==> src/core/rre_cfg.svh <==
`ifndef RRE_CFG_SVH
`define RRE_CFG_SVH

`define RRE_PC_W 15
`define RRE_DATA_W 8
`define RRE_FADDR_W 7
`define RRE_IRQ_CTL_W 8
`define RRE_GLOBAL_IRQ_ENABLE_BIT 7
`define RRE_RET_CYCLES 2
`define RRE_DEST_W 1'b0
`define RRE_DEST_F 1'b1
`define RRE_PC_RST 15'h0000
`define RRE_DATA_RST 8'h00
`define RRE_FADDR_RST 7'h00
`endif

==> src/core/rre_pkg.sv <==
`include "rre_cfg.svh"
package rre_pkg;
	// Instruction class handed over by the decoder
	typedef enum logic [2:0] {
		RRE_OP_NONE,
		RRE_OP_INTERRUPT_EXIT,
		RRE_OP_SUB_RETURN,
		RRE_OP_LITERAL_RETURN,
		RRE_OP_ROTATE_LEFT_CARRY
	} rre_op_t;

	// One decoded request with its operands
	typedef struct packed {
		rre_op_t op;
		logic [`RRE_DATA_W-1:0] lit;
		logic [`RRE_FADDR_W-1:0] faddr;
		logic dest;
		logic [`RRE_DATA_W-1:0] fdata;
		logic carry;
	} rre_req_t;

	// Update strobes toward PC, stack, W, file, carry and interrupt control
	typedef struct packed {
		logic pc_load;
		logic [`RRE_PC_W-1:0] pc;
		logic pop;
		logic w_we;
		logic [`RRE_DATA_W-1:0] w_data;
		logic f_we;
		logic [`RRE_FADDR_W-1:0] f_addr;
		logic [`RRE_DATA_W-1:0] f_data;
		logic c_we;
		logic c_data;
		logic [`RRE_IRQ_CTL_W-1:0] irq_set;
		logic discard;
	} rre_res_t;
endpackage : rre_pkg

==> src/core/rre_exec.sv <==
`include "rre_cfg.svh"
module rre_exec
	import rre_pkg::*;
(
	input wire logic clk,
	input wire logic resetn,
	input wire logic ce,
	input wire logic req_valid,
	input rre_req_t req,
	output logic req_ready,
	input wire logic [`RRE_PC_W-1:0] stack_top,
	output rre_res_t res
);

	////////////////////////////////////////////////////////////////////////
	// Decode helpers

	// True for the three return forms, which all take a second cycle
	function automatic logic is_return(input rre_op_t op);
		is_return = (op == RRE_OP_INTERRUPT_EXIT) ||
			(op == RRE_OP_SUB_RETURN) ||
			(op == RRE_OP_LITERAL_RETURN);
	endfunction : is_return

	// Rotate left through carry: old carry into bit 0, old bit 7 out
	function automatic logic [`RRE_DATA_W:0] rotl_carry(
		input logic [`RRE_DATA_W-1:0] val,
		input logic cin
	);
		rotl_carry = {val, cin};
	endfunction : rotl_carry

	////////////////////////////////////////////////////////////////////////
	// Sequencing

	typedef enum logic {
		RRE_ST_IDLE,
		RRE_ST_DISCARD
	} rre_state_t;

	// Sequencer state and request qualifiers
	rre_state_t state_ff;
	rre_state_t nxt_state;
	logic take;
	logic take_ret;
	logic take_rot;
	logic [`RRE_DATA_W:0] rot_val;

	// Refuse new work while the second return cycle is running
	assign req_ready = (state_ff == RRE_ST_IDLE);
	assign take = ce && req_valid && req_ready;
	assign take_ret = take && is_return(req.op);
	assign take_rot = take && (req.op == RRE_OP_ROTATE_LEFT_CARRY);
	assign rot_val = rotl_carry(req.fdata, req.carry);

	// Next state: a return holds one extra cycle, rotate runs back to back
	always_comb begin
		nxt_state = state_ff;
		case (state_ff)
			RRE_ST_IDLE: begin
				if (take_ret) begin
					nxt_state = RRE_ST_DISCARD;
				end
			end
			RRE_ST_DISCARD: begin
				nxt_state = RRE_ST_IDLE;
			end
			default: begin
				nxt_state = RRE_ST_IDLE;
			end
		endcase
	end

	// State register, frozen while the clock enable is low
	always_ff @(posedge clk or negedge resetn) begin
		if (!resetn) begin
			state_ff <= RRE_ST_IDLE;
		end else if (ce) begin
			state_ff <= nxt_state;
		end
	end

	////////////////////////////////////////////////////////////////////////
	// Program counter and stack

	// Return strobes and the captured stack top
	logic pc_load_ff;
	logic [`RRE_PC_W-1:0] pc_ff;
	logic pop_ff;

	// Every return pops once and reloads PC from the sampled stack top
	always_ff @(posedge clk or negedge resetn) begin
		if (!resetn) begin
			pc_load_ff <= 1'b0;
			pop_ff <= 1'b0;
			pc_ff <= `RRE_PC_RST;
		end else if (ce) begin
			pc_load_ff <= take_ret;
			pop_ff <= take_ret;
			if (take_ret) begin
				pc_ff <= stack_top;
			end
		end
	end

	////////////////////////////////////////////////////////////////////////
	// Working register

	// Working register write strobe and value
	logic w_we_ff;
	logic [`RRE_DATA_W-1:0] w_data_ff;

	// Literal return and rotate to W both write the working register
	always_ff @(posedge clk or negedge resetn) begin
		if (!resetn) begin
			w_we_ff <= 1'b0;
			w_data_ff <= `RRE_DATA_RST;
		end else if (ce) begin
			w_we_ff <= 1'b0;
			if (take && req.op == RRE_OP_LITERAL_RETURN) begin
				w_we_ff <= 1'b1;
				w_data_ff <= req.lit;
			end else if (take_rot && req.dest == `RRE_DEST_W) begin
				w_we_ff <= 1'b1;
				w_data_ff <= rot_val[`RRE_DATA_W-1:0];
			end
		end
	end

	////////////////////////////////////////////////////////////////////////
	// File register write-back

	// File write strobe, address and value
	logic f_we_ff;
	logic [`RRE_FADDR_W-1:0] f_addr_ff;
	logic [`RRE_DATA_W-1:0] f_data_ff;

	// Rotate with destination one writes back to its source address
	always_ff @(posedge clk or negedge resetn) begin
		if (!resetn) begin
			f_we_ff <= 1'b0;
			f_addr_ff <= `RRE_FADDR_RST;
			f_data_ff <= `RRE_DATA_RST;
		end else if (ce) begin
			f_we_ff <= take_rot && (req.dest == `RRE_DEST_F);
			if (take_rot) begin
				f_addr_ff <= req.faddr;
				f_data_ff <= rot_val[`RRE_DATA_W-1:0];
			end
		end
	end

	////////////////////////////////////////////////////////////////////////
	// Carry flag

	// Carry write strobe and new carry
	logic c_we_ff;
	logic c_data_ff;

	// Only the rotate touches carry; returns never drive a status write
	always_ff @(posedge clk or negedge resetn) begin
		if (!resetn) begin
			c_we_ff <= 1'b0;
			c_data_ff <= 1'b0;
		end else if (ce) begin
			c_we_ff <= take_rot;
			if (take_rot) begin
				c_data_ff <= rot_val[`RRE_DATA_W];
			end
		end
	end

	////////////////////////////////////////////////////////////////////////
	// Interrupt control

	// One-cycle set request for the global enable
	logic global_irq_enable_set_ff;

	// Set pulse only; the control register owner ORs it in, so no clear race
	always_ff @(posedge clk or negedge resetn) begin
		if (!resetn) begin
			global_irq_enable_set_ff <= 1'b0;
		end else if (ce) begin
			global_irq_enable_set_ff <= take && (req.op == RRE_OP_INTERRUPT_EXIT);
		end
	end

	////////////////////////////////////////////////////////////////////////
	// Prefetch discard

	// Flush strobe toward the fetch stage
	logic discard_ff;

	// Word fetched during the return is stale; flush it in the second cycle
	always_ff @(posedge clk or negedge resetn) begin
		if (!resetn) begin
			discard_ff <= 1'b0;
		end else if (ce) begin
			discard_ff <= take_ret;
		end
	end

	////////////////////////////////////////////////////////////////////////
	// Output bundle

	// All data fields come straight from flip-flops
	always_comb begin
		res = '0;
		res.pc_load = pc_load_ff;
		res.pc = pc_ff;
		res.pop = pop_ff;
		res.w_we = w_we_ff;
		res.w_data = w_data_ff;
		res.f_we = f_we_ff;
		res.f_addr = f_addr_ff;
		res.f_data = f_data_ff;
		res.c_we = c_we_ff;
		res.c_data = c_data_ff;
		res.irq_set = '0;
		res.irq_set[`RRE_GLOBAL_IRQ_ENABLE_BIT] = global_irq_enable_set_ff;
		res.discard = discard_ff;
	end

endmodule : rre_exec

==> config.mk <==
export PLATFORM = sky130hd
export DESIGN_NAME = rre_exec
export DESIGN_NICKNAME = d
export VERILOG_FILES = /design/src/core/rre_pkg.sv /design/src/core/rre_exec.sv
export VERILOG_INCLUDE_DIRS = /design/src /design/src/core
export SDC_FILE = /design/constraint.sdc
export NUM_CORES = 1
export LEC_CHECK = 0
export BUFFER_PORTS_ARGS = -buffer_cell sky130_fd_sc_hd__buf_2
export CORE_ASPECT_RATIO = 1.4
export CORE_UTILIZATION = 51
export CTS_BUF_LIST = sky130_fd_sc_hd__clkbuf_4
export DETAILED_ROUTE_END_ITERATION = 7
export GPL_TIMING_DRIVEN = 0
export HOLD_SLACK_MARGIN = 0.1
export PLACE_DENSITY = 0.86
export SLEW_MARGIN = 20
export SYNTH_ARGS = -nofsm -noshare
export SYNTH_HDL_FRONTEND = slang
export SYNTH_SLANG_ARGS = --single-unit
==> constraint.sdc <==
create_clock -name clk -period 3.77 [get_ports clk]
set_clock_uncertainty 0.2 [all_clocks]
set_input_delay 0.377 -clock clk [delete_from_list [all_inputs] [get_ports clk]]
set_output_delay 0.377 -clock clk [all_outputs]
set_load 0.05 [all_outputs]
Word-level counts from Yosys, hierarchy flattened
Cells that the tools add are included.

Equal/unequal tests: 4. Mux-type cells: 6. Bitwise operators: 2. Reductions and logical operators: 14.

Operator list (count): 8-bit 2-to-1 mux (2); 1-bit logical AND (8); 3-bit by 2-bit == test with 1-bit output (second input constant) (2); 2-bit AND reduction (3); 3-bit by 1-bit == test with 1-bit output (second input constant) (1); 3-bit == test (second input constant) (1); 1-bit 2-to-1 mux (3); 1-bit logical OR (2); 1-bit NOT (2); 1-bit one-hot mux with 2 select lines (1); 2-bit nonzero test (1).

Flip-flop bits (word level): 45. Output and inout bits: 54. Word-level logic and storage cells: 37.

Logic depth before layout (Yosys ltp)
Depth in word-level cells: 6. Mapped depth: 5.

Least setup slack after synthesis
No wires, ideal clock.

Path type: input to register. Start: input port ce. End: register pc_ff[10]. Arrival: 1.599 ns. Required time: 3.445 ns. Path slack: 1.846 ns. Cell stages on the path: 5. Path through: buf_2 o211ai_1 nor3_2 buf_4 mux2_2.

Word-level cells in the longest chain between the ends: 4.

Ends and longest elaborated chain: from (decl) (line rre_exec.sv:7) `input wire logic ce,`; 1-bit logical AND (2 in series) (line rre_exec.sv:51) `assign take = ce && req_valid && req_ready;`; 1-bit logical AND (line rre_exec.sv:52) `assign take_ret = take && is_return(req.op);`; 2-bit AND reduction (no source line) *; to (signal assigned) (line rre_exec.sv:96) `` pc_ff <= `RRE_PC_RST; ``; to (signal assigned) (line rre_exec.sv:101) `pc_ff <= stack_top;`; to (decl) (line rre_exec.sv:88) `` logic [`RRE_PC_W-1:0] pc_ff; ``.

Mark *: on every way between the ends. The rest lies on a longest branch, timed or not. A chain may end at the register's enable or synchronous reset.

Worst setup path in the final report
Start: register state_ff. End: register f_addr_ff[1].

Word-level cells in the longest chain between the ends: 4.

Ends and longest elaborated chain: from (decl) (line rre_exec.sv:42) `rre_state_t state_ff;`; from (signal assigned) (line rre_exec.sv:79) `state_ff <= nxt_state;`; 1-bit NOT (line rre_exec.sv:50) `assign req_ready = (state_ff == RRE_ST_IDLE);`; 1-bit logical AND (line rre_exec.sv:51); 1-bit logical AND (line rre_exec.sv:53) `assign take_rot = take && (req.op == RRE_OP_ROTATE_LEFT_CARRY);`; 2-bit AND reduction (no source line); to (signal assigned) (line rre_exec.sv:142) `` f_addr_ff <= `RRE_FADDR_RST; ``; to (signal assigned) (line rre_exec.sv:147) `f_addr_ff <= req.faddr;`; to (decl) (line rre_exec.sv:135) `` logic [`RRE_FADDR_W-1:0] f_addr_ff; ``.

No other way between the ends.

==> flow_metrics.tcl <==
set metrics [dict create \
    numCtsBuffers 5 \
    track_usage 0.305 \
    dieArea_um2 4190 \
    synth-edff-count 0 \
    ir_drop_uv 448 \
    min_path_type "input pin to register" \
    rsz0062_at_grt "no" \
    io_buffers 92 \
    grt-ovfl-total 0 \
    final_max_slew_viol_count 0 \
    grt_pass1_vias 1913 \
    crit_family "simple AND/OR/NAND/NOR gates" \
    n_fill_cell 242 \
    clk_latency_ns 0.37 \
    synth-main-ff-cell "dfrtp_1" \
    dpl.hpwl_mm 3.27 \
    antenna_cells 0 \
    syn2layout_area_growth_pct 47.0 \
    async_flop_share 1.00 \
    drive_above_1_share 0.527 \
    dieWidth_um 55.0 \
    cp-start-kind "register" \
    ys_ff_latch 45 \
    path_buf_inv 1 \
    worst-path-max-fanout 10 \
    antenna_found_initial 0 \
    clk_path_buf_depth 2 \
    worstPathCellList "nor4b_4 -> nand3_4 -> buf_6 -> mux2_4" \
    drc_errors 0 \
    yosysSeqAreaShare 0.561 \
    initial_core_util 0.541 \
    cp.required_ns 3.83 \
    htreeDepth 2 \
    cts_tree "yes" \
    post-cts-setup-buffers 0 \
    avgSynthCellArea_um2 13.1 \
    cp_slowest_stage_delay_ns 0.64 \
    finalHoldViolations 0 \
    relSlewSlack 0.578 \
    syn_area_um2 2010 \
    ys_warn_count 0 \
    cts_root_buffer "clkbuf_4" \
    maxCapViolCount 0 \
    min_period_ns 2.23 \
    vias 1759 \
    leakage_nw 1.50 \
    firstDrtPassIters 4 \
    final_core_util 0.796 \
    io_pins 101 \
    path_clk_slew_ns 0.15 \
    antenna_left 0 \
    grt_pass1_wl_mm 8.94 \
    grt_max_degree 46 \
    tightest_slew_ns 0.629 \
    post-route-period-util 0.592 \
    vias_per_cell 5.24 \
    power_mw 1.65 \
    wl_mm 5.72 \
    drtIter0Drc 51 \
    wl_per_cell_um 17.0 \
    cp_slowest_cell "nor4b_4" \
    yosysUniqueCellTypes 26 \
    die_h_um 76.2 \
    critPathKind "register to register" \
    maxClockFrequency_ghz 0.448 \
    clock_sinks 45 \
    finalSetupViolCount 0 \
    core-area_um2 3710 \
    setup.worst_path.end_class "register" \
    critPathArrivalTime_ns 2.29 \
    outcome "finished, final reports clean" \
    gp_congestion 0.769 \
    syn_inst 153 \
    power_density_nw_per_um2 558 \
    rows 26 \
    fin_nets 340 \
    setup_tns_ns 0 \
]
-- layout make-up --
class,instances,area [um^2],area share
repair buffers,127,813,0.276
plain buffers,22,154,0.0522
multi-input cells,87,731,0.248
well taps,42,52.6,0.0178
clock buffers,5,37.5,0.0127
inverters,5,18.8,0.00636
clock inverters,3,17.5,0.00594
flip-flops and latches,45,1130,0.382
-- metal layers --
metal	part of all wire	GRT usage	wire, um	up-vias
li1	-	-	-	806
met1	0.37	0.339	2110	833
met2	0.53	0.499	3030	98
met3	0.063	0.0958	359	22
met4	0.038	0.150	219	0
met5	0	0	0	-
-- power by group --
group	switching, mW	total (mW)	internal, mW
Combinational	0.544	0.763	0.219
Clock	0.160	0.231	0.0709
Sequential	0.0616	0.651	0.589
Total	0.766	1.65	0.879
-- registers in the layout (all words and copies together) (netlist names) --
register                  count
c_data_ff                     1
c_we_ff                       1
f_we_ff                       1
global_irq_enable_set_ff      1
discard_ff                    1
w_data_ff                     8
pc_ff                        15
w_we_ff                       1
state_ff                      1
f_data_ff                     8
f_addr_ff                     7
-- cell families (layout without fill, tap and decap cells) --
kind of cell	count (synthesis)	count (layout)	synth area share
and+or+nand+nor	26	26	0.0923
other	1	7	0.00187
DFF	45	45	0.561
AOI/OAI and AO/OA	23	23	0.0717
muxes	31	31	0.187
buffers and inverters	27	162	0.0860
-- cells in the mapped netlist (2+ instances only) --
cell type,number,area [um^2]
nand3_1,9,45.0
o2bb2ai_1,2,17.5
nand3b_1,2,15.0
buf_2,3,15.0
inv_1,5,18.8
o21ai_0,9,45.0
dfrtp_1,45,1130
buf_4,16,120
nor3_1,8,40.0
a21o_1,2,15.0
a31oi_1,8,50.1
mux2_4,7,105
mux2_2,24,270
-- layout by cell type (no fill, tap or decap), drive strengths merged, types with 6 or more instances in the layout --
master	n
buf	113
clkbuf	6
nor3	9
conb	7
dlygate4sd3	35
nand3	10
dfrtp	45
mux2	31
o21ai	9
a31oi	8
-- worst reg2reg max path: cells and delay by family (launching register included) --
kind	cells	cell delay, ns
mux	1	0.31
flops	1	0.50
simple gates	2	0.89
buf+inv	1	0.22
-- path summary, 6_finish.rpt --
path	slack (ns)	start	cells past startpoint	to
max	1.54	state_ff	4	f_addr_ff[1]
min in group asynchronous	0.32	resetn	2	pc_ff[6]
max reg2reg	1.54	state_ff	4	f_addr_ff[1]
min	0.11	req[22]	3	w_data_ff[5]
min reg2reg	0.31	global_irq_enable_set_ff	1	global_irq_enable_set_ff
max in group asynchronous	2.65	resetn	2	w_data_ff[7]
-- metrics by stage --
| step | cell area [um^2] | hold slack (ns) | instances | setup WS [ns] |
|---|---|---|---|---|
| floorplan | 2030 | -0.119 | 159 | 1.85 |
| global placement | 2540 | 0.276 | 293 | 1.60 |
| detailed placement | 2540 | 0.283 | 293 | 1.57 |
| CTS | 2950 | 0.103 | 336 | 1.57 |
| global route | 2950 | 0.113 | 336 | 1.46 |
| finish | 2950 | 0.113 | 336 | 1.54 |
-- timing repair --
action,in CTS,in global routing
gates resized for setup,0,0
hold buffers,35,0
hold endpoints to repair,84,0
Power figures use the tool's default switching activity.
